[config.mk]
export PLATFORM = sky130hd
export DESIGN_NAME = ufc_features
export DESIGN_NICKNAME = d
export VERILOG_FILES = /design/src/ufc_pkg.sv /design/src/ufc_features.sv
export SDC_FILE = /design/constraint.sdc
export NUM_CORES = 1
export LEC_CHECK = 0
export BUFFER_PORTS_ARGS = -buffer_cell sky130_fd_sc_hd__buf_2
export CAP_MARGIN = 5
export CELL_PAD_IN_SITES_DETAIL_PLACEMENT = 0
export CELL_PAD_IN_SITES_GLOBAL_PLACEMENT = 1
export CORE_ASPECT_RATIO = 1.4
export CORE_UTILIZATION = 40
export DETAILED_ROUTE_END_ITERATION = 12
export GPL_TIMING_DRIVEN = 1
export PLACE_DENSITY_LB_ADDON = 0.1
export SLEW_MARGIN = 0
export SYNTH_ARGS = -nofsm -noshare
export SYNTH_HDL_FRONTEND = slang
export SYNTH_SLANG_ARGS = --single-unit
[constraint.sdc]
create_clock -name pclk -period 2.75 [get_ports pclk]
set_input_delay 0.4125 -clock pclk [delete_from_list [all_inputs] [get_ports pclk]]
set_output_delay 0.4125 -clock pclk [all_outputs]
set_load 0.05 [all_outputs]
[src/ufc_pkg.sv]
/*
  shared constants for the uart flow control feature block:
  register byte offsets, field positions and reset values.
  assumes an apb master with 32-bit data, one register per word.
*/
package ufc_pkg;
  // register byte offsets
  localparam logic [7:0] OFS_FEATURE  = 8'h00;
  localparam logic [7:0] OFS_ENHANCED = 8'h04;
  localparam logic [7:0] OFS_SCRATCH  = 8'h08;
  localparam logic [7:0] OFS_INT_EN   = 8'h0C;
  localparam logic [7:0] OFS_FIFO_CTL = 8'h10;
  localparam logic [7:0] OFS_MODEM    = 8'h14;
  localparam logic [7:0] OFS_INT_STAT = 8'h18;
  localparam logic [7:0] OFS_RESUME1  = 8'h1C;
  localparam logic [7:0] OFS_RESUME2  = 8'h20;
  localparam logic [7:0] OFS_STOP1    = 8'h24;
  localparam logic [7:0] OFS_STOP2    = 8'h28;
  localparam logic [7:0] OFS_TRIGGER  = 8'h2C;
  localparam logic [7:0] OFS_COUNT    = 8'h30;
  // reset values
  localparam logic [7:0] RST_ZERO    = 8'h00;
  localparam logic [7:0] RST_SCRATCH = 8'hFF;
  localparam logic [7:0] RST_MODE    = 8'h80;
  // feature_control fields
  localparam int FC_DIR_EN  = 3;
  localparam int FC_TBL_LO  = 4;
  localparam int FC_SWAP    = 6;
  localparam int FC_TRG_SEL = 7;
  // enhanced_feature fields
  localparam int EF_ENH     = 4;
  localparam int EF_SPECIAL = 5;
  localparam int EF_ARTS    = 6;
  localparam int EF_ACTS    = 7;
  // enhanced_mode_select fields
  localparam int EM_DIR_INV = 3;
  // modem_control and interrupt_enable fields
  localparam int MC_RTS     = 1;
  localparam int IE_SPECIAL = 5;
  // two-bit flow control select codes
  localparam logic [1:0] FLOW_NONE   = 2'b00;
  localparam logic [1:0] FLOW_FIRST  = 2'b10;
  localparam logic [1:0] FLOW_SECOND = 2'b01;
  localparam logic [1:0] FLOW_BOTH   = 2'b11;
  // count select codes in enhanced_mode_select[1:0]
  localparam logic [1:0] CNT_ALT = 2'b11;
  typedef enum logic [1:0] {DIR_IDLE, DIR_SEND, DIR_TAIL} ufc_dir_e;
endpackage

[src/ufc_features.sv]
/*
  flow control and enhanced feature logic of one uart channel.
  assumes the uart core on the same clock gives fifo levels, a bit
  tick, shifter status and received characters; cts_n is a pin.
*/
// The placing of the registers and the APB interface to the registers were left to the implementer.
// What this block does
// - legacy mode: tx interrupt on holding empty
// - rts rises one bit after last stop
// - direction mode: tx interrupt waits for shifter
// - fifo write drops rts in direction mode
// - polarity bit inverts direction rts levels
// - two bits pick trigger table a-d
// - swap clear: scratchpad is plain storage
// - swap set: read count, write mode
// - select bit steers trigger/count rx or tx
// - upper select bits pick tx flow characters
// - lower select bits pick rx comparison
// - dual mode: either pair, or pair as two sequential characters when tx select is none or both
// - enhanced bits writable only when enabled
// - reset clears all gated enhanced bits
// - special match stored outside second-pair mode, status bit set
// - second-pair mode swallows stop, raises interrupts
// - auto rts interrupt and hysteresis levels
// - auto rts only after software asserts rts
// - no flow control: rts is software output
// - auto cts halts transmit while cts high
// - alternate mode reads rx then tx count
`timescale 1ns/1ps
module ufc_features
  import ufc_pkg::*;
#(
  parameter int CNT_W = 7
)(
  input  wire logic             pclk,
  input  wire logic             presetn,
  input  wire logic             psel,
  input  wire logic             penable,
  input  wire logic             pwrite,
  input  wire logic [7:0]       paddr,
  input  wire logic [31:0]      pwdata,
  output logic [31:0]           prdata,
  output logic                  pready,
  output logic                  pslverr,
  input  wire logic             thr_empty,
  input  wire logic             tsr_empty,
  input  wire logic             tx_fifo_write,
  input  wire logic             bit_tick,
  input  wire logic [CNT_W-1:0] rx_count,
  input  wire logic [CNT_W-1:0] tx_count,
  input  wire logic             rx_at_trigger,
  input  wire logic             rx_above_upper,
  input  wire logic             rx_below_lower,
  input  wire logic             rx_valid,
  input  wire logic [7:0]       rx_char,
  input  wire logic             cts_n,
  output logic                  rts_n,
  output logic                  tx_int,
  output logic                  tx_go,
  output logic                  rx_store,
  output logic                  rx_resume,
  output logic                  rx_stop,
  output logic                  special_int,
  output logic                  rx_trig_int,
  output logic [1:0]            table_sel,
  output logic [1:0]            tx_flow_sel,
  output logic [7:0]            rx_trigger_level,
  output logic [7:0]            tx_trigger_level
);
  logic [7:0] feat_reg, enh_reg, spr_reg, mode_reg;
  logic [7:0] ier_reg, fcr_reg, mcr_reg;
  logic [1:0] isr_reg;
  logic [7:0] res1_reg, res2_reg, stop1_reg, stop2_reg;
  logic [7:0] rx_trg_reg, tx_trg_reg;
  logic       alt_tx_reg, flow_hold_reg, go_reg, rts_reg;
  logic       cts_m_reg, cts_s_reg, seq_res_reg, seq_stop_reg;
  logic       wr, rd, enh, swap, rx_next, rts_next;
  logic [1:0] rx_mode, tx_mode;
  logic [7:0] cnt_sel, rdata;
  logic       m_r1, m_r2, m_s1, m_s2, special_hit, swallow;
  ufc_dir_e   dir_reg, dir_next;

  // apb access phase strobes
  assign wr = psel && penable && pwrite;
  assign rd = psel && penable && !pwrite;
  assign pready = 1'b1;
  assign enh = enh_reg[EF_ENH];
  assign swap = feat_reg[FC_SWAP];
  assign rx_mode = enh_reg[1:0];
  assign tx_mode = enh_reg[3:2];

  // plain feature registers and flow characters
  always_ff @(posedge pclk or negedge presetn)
    if (!presetn)
    begin
      feat_reg  <= RST_ZERO;
      enh_reg   <= RST_ZERO;
      res1_reg  <= RST_ZERO;
      res2_reg  <= RST_ZERO;
      stop1_reg <= RST_ZERO;
      stop2_reg <= RST_ZERO;
    end
    else if (wr)
    begin
      if (paddr == OFS_FEATURE) feat_reg <= pwdata[7:0];
      else if (paddr == OFS_ENHANCED) enh_reg <= pwdata[7:0];
      else if (paddr == OFS_RESUME1) res1_reg <= pwdata[7:0];
      else if (paddr == OFS_RESUME2) res2_reg <= pwdata[7:0];
      else if (paddr == OFS_STOP1) stop1_reg <= pwdata[7:0];
      else if (paddr == OFS_STOP2) stop2_reg <= pwdata[7:0];
    end

  // scratchpad and mode select share one location
  always_ff @(posedge pclk or negedge presetn)
    if (!presetn)
    begin
      spr_reg  <= RST_SCRATCH;
      mode_reg <= RST_MODE;
    end
    else if (wr && paddr == OFS_SCRATCH)
    begin
      if (swap) mode_reg <= pwdata[7:0];
      else spr_reg <= pwdata[7:0];
    end

  // write-gated enhanced bits, all other bits always writable
  always_ff @(posedge pclk or negedge presetn)
    if (!presetn)
    begin
      ier_reg <= RST_ZERO;
      fcr_reg <= RST_ZERO;
      mcr_reg <= RST_ZERO;
    end
    else if (wr)
    begin
      if (paddr == OFS_INT_EN)
        ier_reg <= {enh ? pwdata[7:4] : ier_reg[7:4], pwdata[3:0]};
      else if (paddr == OFS_FIFO_CTL)
        fcr_reg <= {pwdata[7:6], enh ? pwdata[5:4] : fcr_reg[5:4],
                    pwdata[3:0]};
      else if (paddr == OFS_MODEM)
        mcr_reg <= {enh ? pwdata[7:5] : mcr_reg[7:5], pwdata[4:0]};
    end

  // status bits 5:4; hardware detection wins over a write
  always_ff @(posedge pclk or negedge presetn)
    if (!presetn) isr_reg <= 2'b00;
    else
    begin
      if (wr && paddr == OFS_INT_STAT && enh) isr_reg <= pwdata[5:4];
      // special match sets status bit 4
      if (special_hit) isr_reg[0] <= 1'b1;
    end

  // trigger level program, steered by select bit
  always_ff @(posedge pclk or negedge presetn)
    if (!presetn)
    begin
      rx_trg_reg <= RST_ZERO;
      tx_trg_reg <= RST_ZERO;
    end
    // select bit picks rx or tx
    else if (wr && paddr == OFS_TRIGGER)
    begin
      if (feat_reg[FC_TRG_SEL]) tx_trg_reg <= pwdata[7:0];
      else rx_trg_reg <= pwdata[7:0];
    end

  // alternate count: restart at rx on mode write, flip per read
  always_ff @(posedge pclk or negedge presetn)
    if (!presetn) alt_tx_reg <= 1'b0;
    else if (wr && paddr == OFS_SCRATCH && swap) alt_tx_reg <= 1'b0;
    else if (rd && paddr == OFS_SCRATCH && swap
             && mode_reg[1:0] == CNT_ALT)
      alt_tx_reg <= !alt_tx_reg;

  // count shown through the swapped scratchpad
  always_comb
  begin
    cnt_sel = 8'(rx_count);
    if (mode_reg[1:0] == CNT_ALT)
    begin
      if (alt_tx_reg) cnt_sel = 8'(tx_count);
    end
    else if (mode_reg[0]) cnt_sel = 8'(tx_count);
  end

  // read decode; unmapped answers zero with an error
  always_comb
  begin
    rdata = RST_ZERO;
    pslverr = 1'b0;
    if (paddr == OFS_FEATURE) rdata = feat_reg;
    else if (paddr == OFS_ENHANCED) rdata = enh_reg;
    else if (paddr == OFS_SCRATCH) rdata = swap ? cnt_sel : spr_reg;
    else if (paddr == OFS_INT_EN) rdata = ier_reg;
    else if (paddr == OFS_FIFO_CTL) rdata = fcr_reg;
    else if (paddr == OFS_MODEM) rdata = mcr_reg;
    else if (paddr == OFS_INT_STAT) rdata = {2'b00, isr_reg, 4'h0};
    else if (paddr == OFS_RESUME1) rdata = res1_reg;
    else if (paddr == OFS_RESUME2) rdata = res2_reg;
    else if (paddr == OFS_STOP1) rdata = stop1_reg;
    else if (paddr == OFS_STOP2) rdata = stop2_reg;
    else if (paddr == OFS_TRIGGER)
      rdata = feat_reg[FC_TRG_SEL] ? tx_trg_reg : rx_trg_reg;
    else if (paddr == OFS_COUNT)
      rdata = feat_reg[FC_TRG_SEL] ? 8'(tx_count) : 8'(rx_count);
    else pslverr = psel;
    prdata = {24'h00_0000, rdata};
  end

  // table select passed to trigger logic
  assign table_sel = feat_reg[FC_TBL_LO+1:FC_TBL_LO];
  assign rx_trigger_level = rx_trg_reg;
  assign tx_trigger_level = tx_trg_reg;
  assign tx_flow_sel = tx_mode;

  // receive compare against flow characters
  assign m_r1 = rx_char == res1_reg;
  assign m_r2 = rx_char == res2_reg;
  assign m_s1 = rx_char == stop1_reg;
  assign m_s2 = rx_char == stop2_reg;
  assign special_hit = rx_valid && enh_reg[EF_SPECIAL] && m_s2;
  // second-pair mode keeps stop out of fifo
  assign swallow = special_hit && rx_mode == FLOW_SECOND;
  assign rx_store = rx_valid && !swallow;
  assign special_int = special_hit
                       && (rx_mode != FLOW_SECOND || ier_reg[IE_SPECIAL]);

  // resume and stop detection per receive mode
  always_comb
  begin
    rx_resume = 1'b0;
    rx_stop = 1'b0;
    case (rx_mode)
      FLOW_FIRST:
      begin
        rx_resume = rx_valid && m_r1;
        rx_stop = rx_valid && m_s1;
      end
      FLOW_SECOND:
      begin
        rx_resume = rx_valid && m_r2;
        rx_stop = rx_valid && m_s2;
      end
      FLOW_BOTH:
        // either pair, or pair as sequence
        if (tx_mode == FLOW_FIRST || tx_mode == FLOW_SECOND)
        begin
          rx_resume = rx_valid && (m_r1 || m_r2);
          rx_stop = rx_valid && (m_s1 || m_s2);
        end
        else
        begin
          rx_resume = rx_valid && seq_res_reg && m_r2;
          rx_stop = rx_valid && seq_stop_reg && m_s2;
        end
      default: ;
    endcase
  end

  // remembers a first-of-pair match for sequence mode
  always_ff @(posedge pclk or negedge presetn)
    if (!presetn)
    begin
      seq_res_reg <= 1'b0;
      seq_stop_reg <= 1'b0;
    end
    else if (rx_valid)
    begin
      seq_res_reg <= m_r1;
      seq_stop_reg <= m_s1;
    end

  // cts pin synchroniser
  always_ff @(posedge pclk or negedge presetn)
    if (!presetn)
    begin
      cts_m_reg <= 1'b1;
      cts_s_reg <= 1'b1;
    end
    else
    begin
      cts_m_reg <= cts_n;
      cts_s_reg <= cts_m_reg;
    end

  // transmit permission, changed only between characters
  always_ff @(posedge pclk or negedge presetn)
    if (!presetn) go_reg <= 1'b1;
    else if (tsr_empty)
      // cts high halts the next start
      go_reg <= !(enh_reg[EF_ACTS] && cts_s_reg);
  assign tx_go = go_reg;

  // transmit interrupt source
  // direction mode waits for shifter
  assign tx_int = thr_empty && (!feat_reg[FC_DIR_EN] || tsr_empty);

  // direction control sequence
  always_comb
  begin
    dir_next = dir_reg;
    case (dir_reg)
      DIR_IDLE: if (tx_fifo_write) dir_next = DIR_SEND;
      DIR_SEND:
        if (thr_empty && tsr_empty && !tx_fifo_write)
          dir_next = DIR_TAIL;
      DIR_TAIL:
        if (tx_fifo_write) dir_next = DIR_SEND;
        // one bit time after last stop
        else if (bit_tick) dir_next = DIR_IDLE;
      default: dir_next = DIR_IDLE;
    endcase
  end

  always_ff @(posedge pclk or negedge presetn)
    if (!presetn) dir_reg <= DIR_IDLE;
    else dir_reg <= dir_next;

  // auto rts: hold high above upper, release below lower
  always_ff @(posedge pclk or negedge presetn)
    if (!presetn) flow_hold_reg <= 1'b0;
    else if (rx_above_upper) flow_hold_reg <= 1'b1;
    else if (rx_below_lower) flow_hold_reg <= 1'b0;
  assign rx_trig_int = enh_reg[EF_ARTS] && rx_at_trigger;

  // rts pin source selection
  always_comb
  begin
    // software level when no flow control
    rts_next = !mcr_reg[MC_RTS];
    if (feat_reg[FC_DIR_EN])
      rts_next = (dir_next == DIR_IDLE) ^ mode_reg[EM_DIR_INV];
    // auto rts only once software asserts
    else if (enh_reg[EF_ARTS] && mcr_reg[MC_RTS])
      rts_next = flow_hold_reg;
  end

  always_ff @(posedge pclk or negedge presetn)
    if (!presetn) rts_reg <= 1'b1;
    else rts_reg <= rts_next;
  assign rts_n = rts_reg;
endmodule

==> results_dict.tcl <==
set metrics [dict create \
    dp_hpwl_um 16500 \
    static-leakage-power_nw 3.74 \
    postSynthRegisterBits 111 \
    detail_route.vias_per_cell 5.63 \
    yosys_warnings 0 \
    fin_cells 949 \
    numCtsBuffers 9 \
    fin_util_pct 49.4 \
    dominant_combinational_cell_family_by_area_after_synthesis "multiplexers" \
    maxSlewViolCount 0 \
    final.setup_skew_ns 0.00756 \
    std_cell_rows 55 \
    n_fill_cell 1537 \
    hold_start "cts_n" \
    worst_slew_pin_slew_ns 0.563 \
    place_area_um2 7470 \
    drt_pass1_iterations 4 \
    timing_worst_setup_path_type "reg2out" \
    ff_latch_area_um2 2790 \
    min_period_over_period_pct 99.3 \
    cts.clk_slew.worst_paths_ns 0.07 \
    io_buffers 88 \
    reg2reg_to "tx_trigger_level[1]$_DFFE_PN0P_" \
    postSynth.asyncResetShare_pct 100 \
    setup_ws_ns 0.0205 \
    timing.max_cap.violations 0 \
    drt_wl_total_um 21700 \
    worstHoldEndpoint "cts_m_reg$_DFF_PN1_" \
    timing.critical_path.depth 8 \
    floorplan.die.width_um 110 \
    synth_compound_gate_area_share_pct 11.3 \
    multi_input_comb_area_um2 3560 \
    design.final.nets 824 \
    maximum_count_of_clock_buffers_along_a_single_path 2 \
    slew_headroom_pct 62.4 \
    worstSkewPairLatency_ns 0.35 \
    max_freq_mhz 366 \
    vdd_drop_max_uv 245 \
    crit_path_max_cell_delay_ns 0.46 \
    grt_overflow 0 \
    core_area_um2 16100 \
    insertedDiodeCount 0 \
    worstHoldPathCells 1 \
    clock_tree_from_tritoncts "built" \
    critical_path_required_ns 2.34 \
    drt-wirelength-per-cell_um 22.9 \
    start_util_pct 40.9 \
    root_buffer "sky130_fd_sc_hd__clkbuf_16" \
    seq_area_frac_synth_pct 42.4 \
    synth-edff-count 0 \
    buffers_plus_inverters_on_the_worst_setup_path 2 \
    mostFrequentLayoutCells "107 x sky130_fd_sc_hd__mux2_2, 98 x sky130_fd_sc_hd__dfrtp_1, 81 x sky130_fd_sc_hd__buf_2, 68 x sky130_fd_sc_hd__buf_4, 34 x sky130_fd_sc_hd__nand2_1" \
    timing.critical_path.cells "buf_4 -> mux2_4 -> mux2i_1 -> a21oi_1 -> a31oi_2 -> o221ai_2 -> a22o_1 -> buf_6" \
    top_level_ports 138 \
    maximum_number_of_pins_on_one_net_before_global_route_repair 63 \
    cts_sinks 111 \
    cts_max_level 3 \
    most_common_library_cell_in_the_layout_ignoring_fill_and_taps "sky130_fd_sc_hd__mux2_2" \
    place.gp.congestion 0.882 \
    launch_point_of_the_worst_reg_to_reg_path "feat_reg[7]$_DFFE_PN0P_" \
    synthSimpleGateAreaFrac_pct 10.8 \
    critPathTopFamily "compound AO/OA/AOI/OAI gates" \
    startpoint_class_of_the_critical_path "flop" \
    area_enclosed_by_the_die_boundary_um2 17000 \
    syn-cell-area_um2 6590 \
    setup_repair_after_global_routing_missed_its_margin "yes" \
    synth_cell_types 61 \
    drive_above_1_share_pct 43.2 \
    vias_in_the_first_global_route 5576 \
    synth-main-ff-cell "sky130_fd_sc_hd__dfrtp_1" \
    post-place-cells 926 \
    r2r_cells 4 \
    detail_route.drc_violations 0 \
    timing.critical_path.arrival_ns 2.32 \
    total_power_mw 3.55 \
    synth.mux.area_fraction_pct 23.5 \
    setup_total_negative_slack_ns 0 \
    xor_xnor_portion_of_the_synthesized_cell_area_pct 4.52 \
    hold_ws_ns 0.157 \
    grt_first_pass_wirelength_um 33100 \
    drt.antenna.violating_nets 0 \
    dpl_worst_slack_ns -0.124 \
    status "completed" \
    cp-end-kind "output pin" \
    grt_util_all_layers_pct 26.1 \
    crit_slowest_cell "sky130_fd_sc_hd__dfrtp_2" \
    final_area_um2 7960 \
    detailedRoute.firstIterationViolations 231 \
    synthesis.instances 626 \
    synth_adder_area_share_pct 0.570 \
    layout-area-overhead-vs-synth_pct 20.8 \
    timing.final.crit_period_ns 2.73 \
    worst_hold_class "in2reg" \
    vias 5340 \
    timing.critical_path.from "feat_reg[7]$_DFFE_PN0P_" \
    dieHeight_um 154 \
    antenna_found_initial 0 \
    critical_path_peak_fanout 6 \
    synth_area_per_cell_um2 10.5 \
    r2r_slack_ns 0.96 \
    timing_hold_violations_final 0 \
    power_per_cell_area_nw_per_um2 446 \
    setup_viol 0 \
]
cells by family after synthesis:
group                      count (synthesis)
adders and majority gates                  3
other                                      2
and+or+nand+nor                          133
buffers and inverters                     82
DFF                                      111
xor gates and xnor gates                  34
muxes                                    141
AOI/OAI and AO/OA                        120
per-layer routing:
layer | vias to the layer above | global-route usage, % | part of all wire [%] | wire length, µm
li1 | 2451 | - | - | -
met1 | 2688 | 30.5 | 40 | 8760
met2 | 154 | 46.3 | 51 | 11100
met3 | 47 | 4.34 | 4.1 | 892
met4 | 0 | 12.3 | 4.4 | 950
met5 | - | 0 | 0 | 0
report_power, final:
part,switching (mW),leakage (nW),internal [mW]
clock,0.606,0.145,0.759
sequential,0.0204,1.50,1.66
combinational,0.345,2.10,0.159
Yosys cell counts, drive strengths merged (2+ instances only):
| master | number | share of area [%] |
|---|---|---|
| inv | 11 | 0.63 |
| and2 | 3 | 0.29 |
| buf | 44 | 4.5 |
| nor4b | 4 | 0.72 |
| o21ai | 30 | 2.3 |
| a221oi | 2 | 0.27 |
| o221ai | 3 | 0.40 |
| mux2i | 33 | 5.0 |
| nand2b | 2 | 0.19 |
| or4b | 2 | 0.30 |
| dfrtp | 99 | 38 |
| nor2 | 36 | 2.1 |
| conb | 2 | 0.11 |
| dfstp | 12 | 4.8 |
| mux2 | 108 | 18 |
| a21o | 4 | 0.46 |
| a31oi | 6 | 0.57 |
| nor4 | 4 | 0.84 |
| or2 | 2 | 0.19 |
| a21boi | 2 | 0.23 |
| a21oi | 34 | 2.6 |
| a211oi | 11 | 1.3 |
| clkbuf | 26 | 1.5 |
| xor2 | 4 | 0.53 |
| ha | 3 | 0.57 |
| o211ai | 4 | 0.46 |
| o22ai | 7 | 0.66 |
| nand2 | 36 | 2.1 |
| a32oi | 2 | 0.27 |
| a22oi | 4 | 0.46 |
| nand4 | 12 | 1.1 |
| xnor2 | 30 | 4.0 |
| o32ai | 3 | 0.40 |
| nor3 | 9 | 0.86 |
| nand3 | 15 | 1.1 |
worst max path at each step:
| stage | slack, ns | endpoint |
|---|---|---|
| floorplan | 0.12 | prdata[3] |
| global placement | -0.11 | prdata[7] |
| detailed placement | -0.12 | prdata[7] |
| CTS | 0.004 | prdata[3] |
| global route | -0.05 | prdata[7] |
| finish | 0.02 | prdata[7] |
area by class of cell:
| cell class | count | share of cell area (%) |
|---|---|---|
| sequential | 111 | 35.1 |
| tap | 199 | 3.13 |
| clock buffer | 12 | 3.22 |
| clock inverter | 4 | 0.676 |
| multi-input combinational | 456 | 44.7 |
| inverter | 12 | 0.566 |
| timing repair buffer | 155 | 12.6 |
repair_timing:
item / 4_1_cts / 5_1_grt
endpoints found under the hold margin: 21 / 0
endpoints found under the setup margin: 8 / 8
gates resized for setup: 12 / 23
buffers inserted: 0 / 6
gates cloned: 0 / 0
hold buffers: 1 / 0
pin swaps: 3 / 5
Note: power is estimated with default switching activity, not from simulation.
